## src/shared/fcs_defines.vh

```
// Constants for the flash configuration and status register group
`ifndef FCS_DEFINES_VH
`define FCS_DEFINES_VH

// Command opcodes
`define FCS_CMD_WRITE_REGS      8'h01
`define FCS_CMD_READ_STATUS_TWO 8'h07
`define FCS_CMD_BOOT_READ       8'h14
`define FCS_CMD_BOOT_WRITE      8'h15
`define FCS_CMD_BANK_READ       8'h16
`define FCS_CMD_BANK_WRITE      8'h17
`define FCS_CMD_BANK_ACCESS     8'hB9
`define FCS_CMD_SECTOR_ERASE    8'h20
`define FCS_CMD_BLOCK_ERASE     8'hD8

// Serial bit counts at chip-select release
`define FCS_CNT_CMD_ONLY        6'h08
`define FCS_CNT_ONE_BYTE        6'h10
`define FCS_CNT_THREE_BYTE      6'h20
`define FCS_CNT_FOUR_BYTE       6'h28
`define FCS_CNT_MAX             6'h3F
`define FCS_CNT_RELOAD_MASK     5'h08

// Status register two fields
`define FCS_SR2_ERASE_SIZE      7
`define FCS_SR2_PAGE_WRAP       6
`define FCS_SR2_PIN3_RESET      5
`define FCS_SR2_ERASE_SUSP      1
`define FCS_SR2_PROG_SUSP       0
`define FCS_SR2_OTP_RESET       3'h0

// Boot-at-reset register fields and reset value
`define FCS_BOOT_ADDR_HI        31
`define FCS_BOOT_ADDR_LO        9
`define FCS_BOOT_DLY_HI         8
`define FCS_BOOT_DLY_LO         1
`define FCS_BOOT_EN             0
`define FCS_BOOT_RESET          32'h00000000

// Bank address register fields and reset value
`define FCS_BANK_EXT            7
`define FCS_BANK_RESET          3'h0

// Protection mode lock: both bits still set means unlocked
`define FCS_MODE_UNLOCKED       2'h3

// Erase size codes and alignment masks
`define FCS_SIZE_4K             2'h0
`define FCS_SIZE_64K            2'h1
`define FCS_SIZE_256K           2'h2
`define FCS_MASK_4K             32'hFFFFF000
`define FCS_MASK_64K            32'hFFFF0000
`define FCS_MASK_256K           32'hFFFC0000
`define FCS_PARAM_TOP_BLOCK     8'hFF
`define FCS_PARAM_BOT_BLOCK     8'h00
`define FCS_ARRAY_TOP_BYTE      8'h00

`endif

```

## src/rtl/fcs_sync.v

```verilog
// Two-flop synchroniser for pins entering the clk domain
`timescale 1ns/10ps
module fcs_sync #(
    parameter       W       = 4,
    parameter [3:0] RST_VAL = 4'h0
) (
    input  wire         clk,
    input  wire         rst,
    input  wire [W-1:0] d,
    output reg  [W-1:0] q
);
    reg [W-1:0] meta_r;     // First stage, read only by q

    // Both stages reset to the idle level of each pin
    always @(posedge clk or posedge rst) begin
        if (rst) begin
            meta_r <= RST_VAL[W-1:0];
            q      <= RST_VAL[W-1:0];
        end else begin
            meta_r <= d;
            q      <= meta_r;
        end
    end
endmodule // fcs_sync

```

## src/rtl/fcs_regs.v

```verilog
// Flash status-two, boot-at-reset and bank address registers over SPI
//
// Contract
// - Status two: read 07h, written by 01h
// - Option bit 7 selects 256k or 64k erase
// - Hybrid: sixteen 4k sectors, 20h and D8h
// - Uniform: aligned 256k blocks erased by D8h
// - Bit 6 selects page wrap 512 or 256
// - Bit 5 picks pin3 reset or hold function
// - Bit 1 reads erase suspend, read only
// - Bit 0 reads program suspend, read only
// - Boot register read 14h, written 15h, kept
// - Bits 31..9 hold aligned boot start address
// - Bits 8..1 hold boot start delay cycles
// - Bit 0 enables boot read on reset
// - Bank register via B9h, 16h, 17h, 01h
// - Extended bit 0: bank bits above A23
// - Extended bit 1: bank ignored, 4-byte address
// - Extended bit volatile, cleared by all resets
// - Quad bit makes pin3 data, no monitoring
// - Locked mode: option program fails, error flag
`timescale 1ns/10ps
`include "fcs_defines.vh"
module fcs_regs (
    input  wire        clk,
    input  wire        rst,
    input  wire        spi_sck,
    input  wire        spi_cs_n,
    input  wire        spi_si,
    input  wire        hw_reset_n,
    input  wire        sw_reset,
    input  wire        erase_suspended,
    input  wire        program_suspended,
    input  wire        quad_mode,
    input  wire        param_top,
    input  wire [1:0]  mode_lock,
    output reg         spi_so_r,
    output reg         spi_so_oe_n_r,
    output reg         erase_size_option_r,
    output reg         page_wrap_option_r,
    output reg         pin3_reset_option_r,
    output reg         pin3_is_data_r,
    output reg         pin3_reset_en_r,
    output reg         pin3_hold_en_r,
    output reg         hold_wp_monitor_r,
    output reg [22:0]  boot_start_address_r,
    output reg [7:0]   boot_start_delay_r,
    output reg         boot_at_reset_enable_r,
    output reg         boot_fetch_req_r,
    output reg         four_byte_address_enable_r,
    output reg [1:0]   bank_bits_r,
    output reg         erase_req_r,
    output reg [31:0]  erase_addr_r,
    output reg [1:0]   erase_size_r,
    output reg         prog_err_r
);
    // Synchronised pins
    wire [3:0]  pins_s;             // {hw_reset_n, si, cs_n, sck}
    wire        sck_s;              // Serial clock in clk domain
    wire        cs_n_s;             // Chip select in clk domain
    wire        si_s;               // Serial data in clk domain
    wire        hw_rst_n_s;         // Pin reset in clk domain

    // Serial engine state
    reg         sck_d_r;            // Previous serial clock level
    reg         cs_n_d_r;           // Previous chip select level
    reg  [5:0]  cnt_r;              // Bits seen this frame, saturating
    reg  [7:0]  cmd_r;              // Opcode of the frame
    reg  [31:0] data_r;             // Last 32 bits after the opcode
    reg  [31:0] out_sh_r;           // Read data shifter
    reg         bank_pend_r;        // B9h seen, next 01h writes bank

    // Register storage
    reg  [2:0]  otp_r;              // Option bits 7..5, one-time
    reg  [31:0] boot_r;             // Boot-at-reset register
    reg         ext_r;              // Extended address bit
    reg  [1:0]  bank_r;             // Bank bits 25..24
    reg         rst_seen_r;         // Reset active in the previous cycle
    reg  [5:0]  cnt_nxt;            // Next bit count

    wire        sck_rise;           // Sampling edge, mode 0
    wire        sck_fall;           // Launch edge, mode 0
    wire        cs_end;             // Frame closed by chip select
    wire        any_reset;          // Pin or command reset
    wire [31:0] erase_full;         // Erase address after banking
    wire        in_param;           // Address in 4k parameter block

    // Pins leave the pin domain only through the synchroniser
    fcs_sync #(
        .W       (4),
        .RST_VAL (4'hE)
    ) u_sync (
        .clk (clk),
        .rst (rst),
        .d   ({hw_reset_n, spi_si, spi_cs_n, spi_sck}),
        .q   (pins_s)
    );

    assign sck_s      = pins_s[0];
    assign cs_n_s     = pins_s[1];
    assign si_s       = pins_s[2];
    assign hw_rst_n_s = pins_s[3];

    assign sck_rise  = sck_s & ~sck_d_r & ~cs_n_s;
    assign sck_fall  = ~sck_s & sck_d_r & ~cs_n_s;
    assign cs_end    = cs_n_s & ~cs_n_d_r;
    assign any_reset = sw_reset | ~hw_rst_n_s;

    // Read image of status two: reserved bits forced low
    function [7:0] status_two;
        input [2:0] otp;
        input       es;
        input       ps;
        begin
            status_two = {otp, 3'h0, es, ps};
        end
    endfunction

    // Read image of bank register: reserved bits forced low
    function [7:0] bank_image;
        input       ext;
        input [1:0] bank;
        begin
            bank_image = {ext, 5'h00, bank};
        end
    endfunction

    // Full address: bank bits above A23 unless four-byte mode
    function [31:0] full_addr;
        input        ext;
        input [1:0]  bank;
        input [31:0] raw;
        begin
            if (ext) begin
                full_addr = raw;
            end else begin
                full_addr = {6'h00, bank, raw[23:0]};
            end
        end
    endfunction

    // Four-byte frames carry 32 address bits, otherwise 24
    assign erase_full = full_addr(ext_r, bank_r,
                                  ext_r ? data_r : {8'h00, data_r[23:0]});
    // Sixteen 4k sectors form one 64k block at top or bottom
    assign in_param = (erase_full[31:24] == `FCS_ARRAY_TOP_BYTE) &&
                      (erase_full[23:16] == (param_top ?
                       `FCS_PARAM_TOP_BLOCK : `FCS_PARAM_BOT_BLOCK));

    // Saturating bit counter, so long frames cannot wrap into a match
    always @* begin
        cnt_nxt = cnt_r;
        if (sck_rise && cnt_r != `FCS_CNT_MAX) begin
            cnt_nxt = cnt_r + 6'h01;
        end
    end

    // Serial input: opcode first, then a 32-bit window of data
    always @(posedge clk or posedge rst) begin
        if (rst) begin
            sck_d_r  <= 1'b0;
            cs_n_d_r <= 1'b1;
            cnt_r    <= 6'h00;
            cmd_r    <= 8'h00;
            data_r   <= 32'h00000000;
        end else begin
            sck_d_r  <= sck_s;
            cs_n_d_r <= cs_n_s;
            if (cs_n_s) begin
                // Idle: next frame starts from bit zero
                cnt_r <= 6'h00;
            end else begin
                cnt_r <= cnt_nxt;
                if (sck_rise) begin
                    if (cnt_r < `FCS_CNT_CMD_ONLY) begin
                        cmd_r <= {cmd_r[6:0], si_s};
                    end else begin
                        data_r <= {data_r[30:0], si_s};
                    end
                end
            end
        end
    end

    // Serial output: reload at bit counts 8 and 40 so short registers repeat
    always @(posedge clk or posedge rst) begin
        if (rst) begin
            out_sh_r      <= 32'h00000000;
            spi_so_r      <= 1'b0;
            spi_so_oe_n_r <= 1'b1;
        end else if (cs_n_s) begin
            spi_so_oe_n_r <= 1'b1;
            spi_so_r      <= 1'b0;
        end else if (sck_fall && cnt_r >= `FCS_CNT_CMD_ONLY) begin
            if (cnt_r[4:0] == `FCS_CNT_RELOAD_MASK) begin
                // Load on first data bit and once more 32 bits later
                case (cmd_r)
                    `FCS_CMD_READ_STATUS_TWO: begin
                        out_sh_r      <= {4{status_two(otp_r,
                                           erase_suspended,
                                           program_suspended)}};
                        spi_so_oe_n_r <= 1'b0;
                    end
                    `FCS_CMD_BOOT_READ: begin
                        out_sh_r      <= boot_r;
                        spi_so_oe_n_r <= 1'b0;
                    end
                    `FCS_CMD_BANK_READ: begin
                        out_sh_r      <= {4{bank_image(ext_r, bank_r)}};
                        spi_so_oe_n_r <= 1'b0;
                    end
                    default: begin
                        // Not a read: pin stays released
                        out_sh_r      <= 32'h00000000;
                        spi_so_oe_n_r <= 1'b1;
                    end
                endcase
                case (cmd_r)
                    `FCS_CMD_READ_STATUS_TWO: begin
                        spi_so_r <= otp_r[2];
                    end
                    `FCS_CMD_BOOT_READ: begin
                        spi_so_r <= boot_r[31];
                    end
                    `FCS_CMD_BANK_READ: begin
                        spi_so_r <= ext_r;
                    end
                    default: begin
                        spi_so_r <= 1'b0;
                    end
                endcase
            end else begin
                // Shift MSB first on every launch edge
                out_sh_r <= {out_sh_r[30:0], 1'b0};
                spi_so_r <= out_sh_r[30];
            end
        end
    end

    // One-time option bits and the program error pulse
    always @(posedge clk or posedge rst) begin
        if (rst) begin
            otp_r      <= `FCS_SR2_OTP_RESET;
            prog_err_r <= 1'b0;
        end else begin
            prog_err_r <= 1'b0;
            // Only a 32-bit write frame (opcode plus three bytes) may touch the option bits
            if (cs_end && cmd_r == `FCS_CMD_WRITE_REGS &&
                cnt_r == `FCS_CNT_THREE_BYTE && !bank_pend_r) begin
                if (mode_lock != `FCS_MODE_UNLOCKED) begin
                    // Locked: any attempt to program fails
                    if ((data_r[7:5] & ~otp_r) != 3'h0) begin
                        prog_err_r <= 1'b1;
                    end
                end else begin
                    otp_r <= otp_r | data_r[7:5];
                end
            end
        end
    end

    // Boot register: not touched by pin or command reset
    always @(posedge clk or posedge rst) begin
        if (rst) begin
            boot_r <= `FCS_BOOT_RESET;
        end else if (cs_end && cmd_r == `FCS_CMD_BOOT_WRITE &&
                     cnt_r == `FCS_CNT_FOUR_BYTE) begin
            // Stored as written: bits 8..0 carry delay and enable, address starts at bit 9
            boot_r <= {data_r[`FCS_BOOT_ADDR_HI:`FCS_BOOT_ADDR_LO],
                       data_r[`FCS_BOOT_DLY_HI:`FCS_BOOT_DLY_LO],
                       data_r[`FCS_BOOT_EN]};
        end
    end

    // Bank register: volatile, cleared by every kind of reset
    always @(posedge clk or posedge rst) begin
        if (rst) begin
            ext_r       <= 1'b0;
            bank_r      <= 2'h0;
            bank_pend_r <= 1'b0;
        end else if (any_reset) begin
            ext_r       <= 1'b0;
            bank_r      <= 2'h0;
            bank_pend_r <= 1'b0;
        end else if (cs_end) begin
            if (cmd_r == `FCS_CMD_BANK_ACCESS &&
                cnt_r == `FCS_CNT_CMD_ONLY) begin
                // Arms the next write-registers frame for the bank
                bank_pend_r <= 1'b1;
            end else if ((cmd_r == `FCS_CMD_BANK_WRITE ||
                          (cmd_r == `FCS_CMD_WRITE_REGS && bank_pend_r))
                         && cnt_r == `FCS_CNT_ONE_BYTE) begin
                ext_r       <= data_r[`FCS_BANK_EXT];
                bank_r      <= data_r[1:0];
                bank_pend_r <= 1'b0;
            end else if (cmd_r == `FCS_CMD_WRITE_REGS) begin
                bank_pend_r <= 1'b0;
            end
        end
    end

    // Erase decode: size from the option bit, aligned base address
    always @(posedge clk or posedge rst) begin
        if (rst) begin
            erase_req_r  <= 1'b0;
            erase_addr_r <= 32'h00000000;
            erase_size_r <= `FCS_SIZE_64K;
        end else begin
            erase_req_r <= 1'b0;
            if (cs_end && ((!ext_r && cnt_r == `FCS_CNT_THREE_BYTE) ||
                           (ext_r && cnt_r == `FCS_CNT_FOUR_BYTE))) begin
                if (cmd_r == `FCS_CMD_BLOCK_ERASE) begin
                    erase_req_r <= 1'b1;
                    if (otp_r[2]) begin
                        erase_addr_r <= erase_full & `FCS_MASK_256K;
                        erase_size_r <= `FCS_SIZE_256K;
                    end else begin
                        erase_addr_r <= erase_full & `FCS_MASK_64K;
                        erase_size_r <= `FCS_SIZE_64K;
                    end
                end else if (cmd_r == `FCS_CMD_SECTOR_ERASE &&
                             !otp_r[2] && in_param) begin
                    // Small sectors exist only in the hybrid block
                    erase_req_r  <= 1'b1;
                    erase_addr_r <= erase_full & `FCS_MASK_4K;
                    erase_size_r <= `FCS_SIZE_4K;
                end
            end
        end
    end

    // Pin 3 function latched at every reset; data use overrides it
    always @(posedge clk or posedge rst) begin
        if (rst) begin
            rst_seen_r          <= 1'b1;
            pin3_reset_option_r <= 1'b0;
            boot_fetch_req_r    <= 1'b0;
        end else begin
            rst_seen_r       <= any_reset;
            boot_fetch_req_r <= 1'b0;
            // Sampled on release so the strap follows the stored option
            if (rst_seen_r && !any_reset) begin
                pin3_reset_option_r <= otp_r[0];
                boot_fetch_req_r    <= boot_r[`FCS_BOOT_EN];
            end
        end
    end

    // Registered views of the configuration for the rest of the die
    always @(posedge clk or posedge rst) begin
        if (rst) begin
            erase_size_option_r        <= 1'b0;
            page_wrap_option_r         <= 1'b0;
            pin3_is_data_r             <= 1'b0;
            pin3_reset_en_r            <= 1'b0;
            pin3_hold_en_r             <= 1'b0;
            hold_wp_monitor_r          <= 1'b0;
            boot_start_address_r       <= 23'h000000;
            boot_start_delay_r         <= 8'h00;
            boot_at_reset_enable_r     <= 1'b0;
            four_byte_address_enable_r <= 1'b0;
            bank_bits_r                <= 2'h0;
        end else begin
            erase_size_option_r <= otp_r[2];
            page_wrap_option_r  <= otp_r[1];
            pin3_is_data_r      <= quad_mode;
            hold_wp_monitor_r   <= ~quad_mode;
            // Alternate function only while the pin carries no data
            pin3_reset_en_r <= pin3_reset_option_r & ~quad_mode;
            pin3_hold_en_r  <= ~pin3_reset_option_r & ~quad_mode;
            boot_start_address_r <=
                boot_r[`FCS_BOOT_ADDR_HI:`FCS_BOOT_ADDR_LO];
            boot_start_delay_r <=
                boot_r[`FCS_BOOT_DLY_HI:`FCS_BOOT_DLY_LO];
            boot_at_reset_enable_r     <= boot_r[`FCS_BOOT_EN];
            four_byte_address_enable_r <= ext_r;
            // Bank bits are meaningless in four-byte mode
            bank_bits_r <= ext_r ? 2'h0 : bank_r;
        end
    end
endmodule // fcs_regs

```

## config.mk

```make
export PLATFORM = sky130hd
export DESIGN_NAME = fcs_regs
export DESIGN_NICKNAME = d
export VERILOG_FILES = /design/src/rtl/fcs_sync.v /design/src/rtl/fcs_regs.v
export VERILOG_INCLUDE_DIRS = /design/src /design/src/shared
export SDC_FILE = /design/constraint.sdc
export NUM_CORES = 1
export LEC_CHECK = 0
export BUFFER_PORTS_ARGS = -buffer_cell sky130_fd_sc_hd__buf_2
export CAP_MARGIN = 20
export CORE_ASPECT_RATIO = 1.5
export CORE_MARGIN = 1.5
export CORE_UTILIZATION = 45
export DETAILED_ROUTE_END_ITERATION = 8
export GPL_ROUTABILITY_DRIVEN = 0
export MAX_ROUTING_LAYER = met4
export PLACE_DENSITY = 0.67
export SYNTH_ARGS = -nofsm -noshare
export SYNTH_HDL_FRONTEND = slang
export SYNTH_SLANG_ARGS = --single-unit
```

## constraint.sdc

```tcl
create_clock -name clk -period 5.5 [get_ports clk]
set_input_delay 0.55 -clock clk [delete_from_list [all_inputs] [get_ports clk]]
set_output_delay 0.55 -clock clk [all_outputs]
set_load 0.01 [all_outputs]
```

==> impl_metrics.yaml <==
clocking:
  ctsRootBufferMaster: "clkbuf_16"
  cts_htree_levels: 4
  cts_tree: "yes"
  ctsHoldBuffers: 0
  clock_latency_ns: 0.42
  clock_tree.buffer_depth: 2
  ctsResizeCount: 0
  post-cts-setup-buffers: 0
  path_clk_slew_ns: 0.07
  clock_sinks: 196
  cts_made_buffers: 17
cells_and_area:
  drive_gt1_share_pct: 31.9
  stdcell_area_um2: 8890
  n_antenna_cell: 0
  num-nets-final: 698
  area_delta_synth_final_pct: 15.0
  fin_util_pct: 53.0
status:
  status: "completed"
die:
  die-height_um: 164
  io_pins: 94
  rows: 58
  die_x_um: 110
  core_um2: 16800
  start_util_pct: 46.1
  dieArea_um2: 18000
timing:
  slew_headroom_pct: 30.9
  max_freq_mhz: 294
  report.final.slew_viol_count: 0
  whs_ns: 0.224
  period_minus_slack_ns: 3.41
  fin_crit_sh_pct: 61.9
  layout_setup_ws_ns: 2.09
  worst_pin_slew_ns: 1.03
  finalSetupViolCount: 0
  tns_ns: 0
  finalHoldViolations: 0
  finClkSkew_ns: 0.00634
  rsz0062_at_grt: "false"
critical_path:
  crit_slowest_cell: "and2_1"
  worstSetupEndpoint: "boot_r[29]$_DFFE_PP0P_"
  critical_path_class: "reg -> reg"
  path_buf_inv: 2
  critPathRequiredTime_ns: 5.80
  crit_chain: "inv_1, ha_1, nor3b_2, and2_1, and4b_1, and3_1, buf_4, mux2_2"
  worst-path-stages: 8
  reg2reg_depth: 8
  r2r-start: "cnt_r[0]$_DFFE_PP0P_"
  cp-start-kind: "flop"
  path_max_fanout: 20
  rr_endpoint: "boot_r[29]$_DFFE_PP0P_"
  cp_slowest_stage_delay_ns: 0.61
  worstSetupStartpoint: "cnt_r[0]$_DFFE_PP0P_"
  cp_top_family: "simple AND/OR/NAND/NOR gates"
  end_kind: "flop"
  cp.arrival_ns: 3.71
  ff2ff_setup_slack_ns: 2.09
synthesis:
  synth_top_area_share_pct: 60.2
  synth_seq_area_share_pct: 63.6
  synth.most_common_cell: "dfrtp_1"
  syn_area_um2: 7730
  ys_ff_latch: 196
  synth_edf_count: 0
  synth_common_cells: "dfrtp_1 (186), mux2_2 (82), nand2_1 (56)"
  yosys_warnings: 0
  syn_avg_cell_area_um2: 12.7
  async_reset_ff_share_pct: 100
  syn_inst: 609
  synthFlopType: "dfrtp_1"
  yosysUniqueCellTypes: 50
  yosys.area.top_type: "dfrtp_1"
  synth.area.top_cells: "dfrtp_1 (60%), mux2_2 (12%), dfstp_2 (3.4%)"
power:
  ir_drop_mv: 0.176
  internal-power_w: 0.00229
  switching_share_pct: 22.9
  power.share.clock_pct: 43.1
  p_sw_w: 0.000681
  combPwrFrac_pct: 5.5
  power.leakage_nw: 4.27
  p_per_area_nw_per_um2: 334
  seqPwrFrac_pct: 51.4
routing:
  drtAntennaViolNets: 0
  wl_per_cell_um: 18.0
  drc: 0
  first_pass_iters: 5
  via_per_inst: 5.47
  drt_wl_total_um: 16300
  vias: 4938
  drtIter0Drc: 390
global_routing:
  grt_max_degree: 197
  grt_first_pass_wirelength_um: 26100
  grt_overflow: 0
  antenna_found_initial: 0
  grt_pass1_vias: 4950
  grtUsageTotal_pct: 19.8
placed_design:
  place_area_um2: 8280
  port_buffers: 81
  pre_cts_slack_ns: 2.16
  dp_hpwl_um: 10900
worst_hold_path:
  hp-class: "in -> reg"
run:
  maxCapViolations: 0
[sequential cells by signal, indices dropped and copies added (netlist names), 2 cells and up]
name                  flops
bank_r                    2
u_sync.q                  4
boot_r                   32
erase_addr_r             20
cmd_r                     8
u_sync.meta_r             4
boot_start_address_r     23
data_r                   32
bank_bits_r               2
erase_size_r              2
cnt_r                     6
otp_r                     3
out_sh_r                 31
boot_start_delay_r        8
[worst min-delay path by stage]
stage	from	cells after the start	to
5_1_grt	spi_si	1	u_sync.meta_r[2]$_DFF_PP1_
4_1_cts	spi_cs_n	1	u_sync.meta_r[1]$_DFF_PP1_
3_3_place_gp	u_sync.meta_r[0]$_DFF_PP0_	0	u_sync.q[0]$_DFF_PP0_
3_5_place_dp	u_sync.meta_r[1]$_DFF_PP1_	0	u_sync.q[1]$_DFF_PP1_
6_report	hw_reset_n	1	u_sync.meta_r[3]$_DFF_PP1_
2_1_floorplan	u_sync.meta_r[0]$_DFF_PP0_	0	u_sync.q[0]$_DFF_PP0_
[worst reg2reg max path, stage by stage, from the launching register on]
cell     delay [ns]
dfrtp_1        0.43
inv_1          0.08
ha_1           0.16
nor3b_2        0.27
and2_1         0.61
and4b_1        0.33
and3_1         0.62
buf_4          0.40
mux2_2         0.39
[cells in the final DEF, fill, tap and decap left out, drive strengths merged, types with 10 or more instances in the layout]
cell type and count:
a31oi 14, a21oi 27, dfstp 10, dfrtp 186
o21ai 21, a22oi 13, o22ai 12, nand2 56
nor2 26, nor2b 12, nand3 20, inv 26
buf 86, mux2 83, clkbuf 20, conb 12
[logic make-up after synthesis]
kind of cell	synth area share (%)
compound gates	7.80
xor+xnor	0.340
fa+ha+maj	0.324
buf+inv	4.19
flops	63.6
mux	13.3
other cells	0.0485
simple gates	10.4
[per-stage QoR]
step	cells	power [W]
final	903	0.00297
after floorplan	620	0.00168
after global placement	874	0.00171
after detailed placement	874	0.00172
after global routing	903	0.00308
after CTS	903	0.00300
[per-layer routing]
layer  track usage [%]  vias to the layer above  part of all wire [%]
li1                  -                     2259                     -
met1              24.9                     2522                    41
met2              32.1                      135                    54
met3              3.27                       22                   3.5
met4              7.38                        0                   2.1
met5                 -                        -                     0
[power groups by stage]
stage,combinational (W),sequential (W),clock (W)
finish,0.000164,0.00153,0.00128
global route,0.000181,0.00153,0.00137
global placement,0.000158,0.00155,0
floorplan,0.000154,0.00152,0
detailed placement,0.000163,0.00155,0
CTS,0.000164,0.00153,0.00131
[layout make-up]
class	count	area, µm²
flip-flops and latches	196	4920
clock buffers	20	467
well taps	210	263
repair buffers	86	455
inverters	23	90.1
clock inverters	9	145
fillers	1402	7870
multi-input cells	359	2550
(Power assumes the default switching activity.)
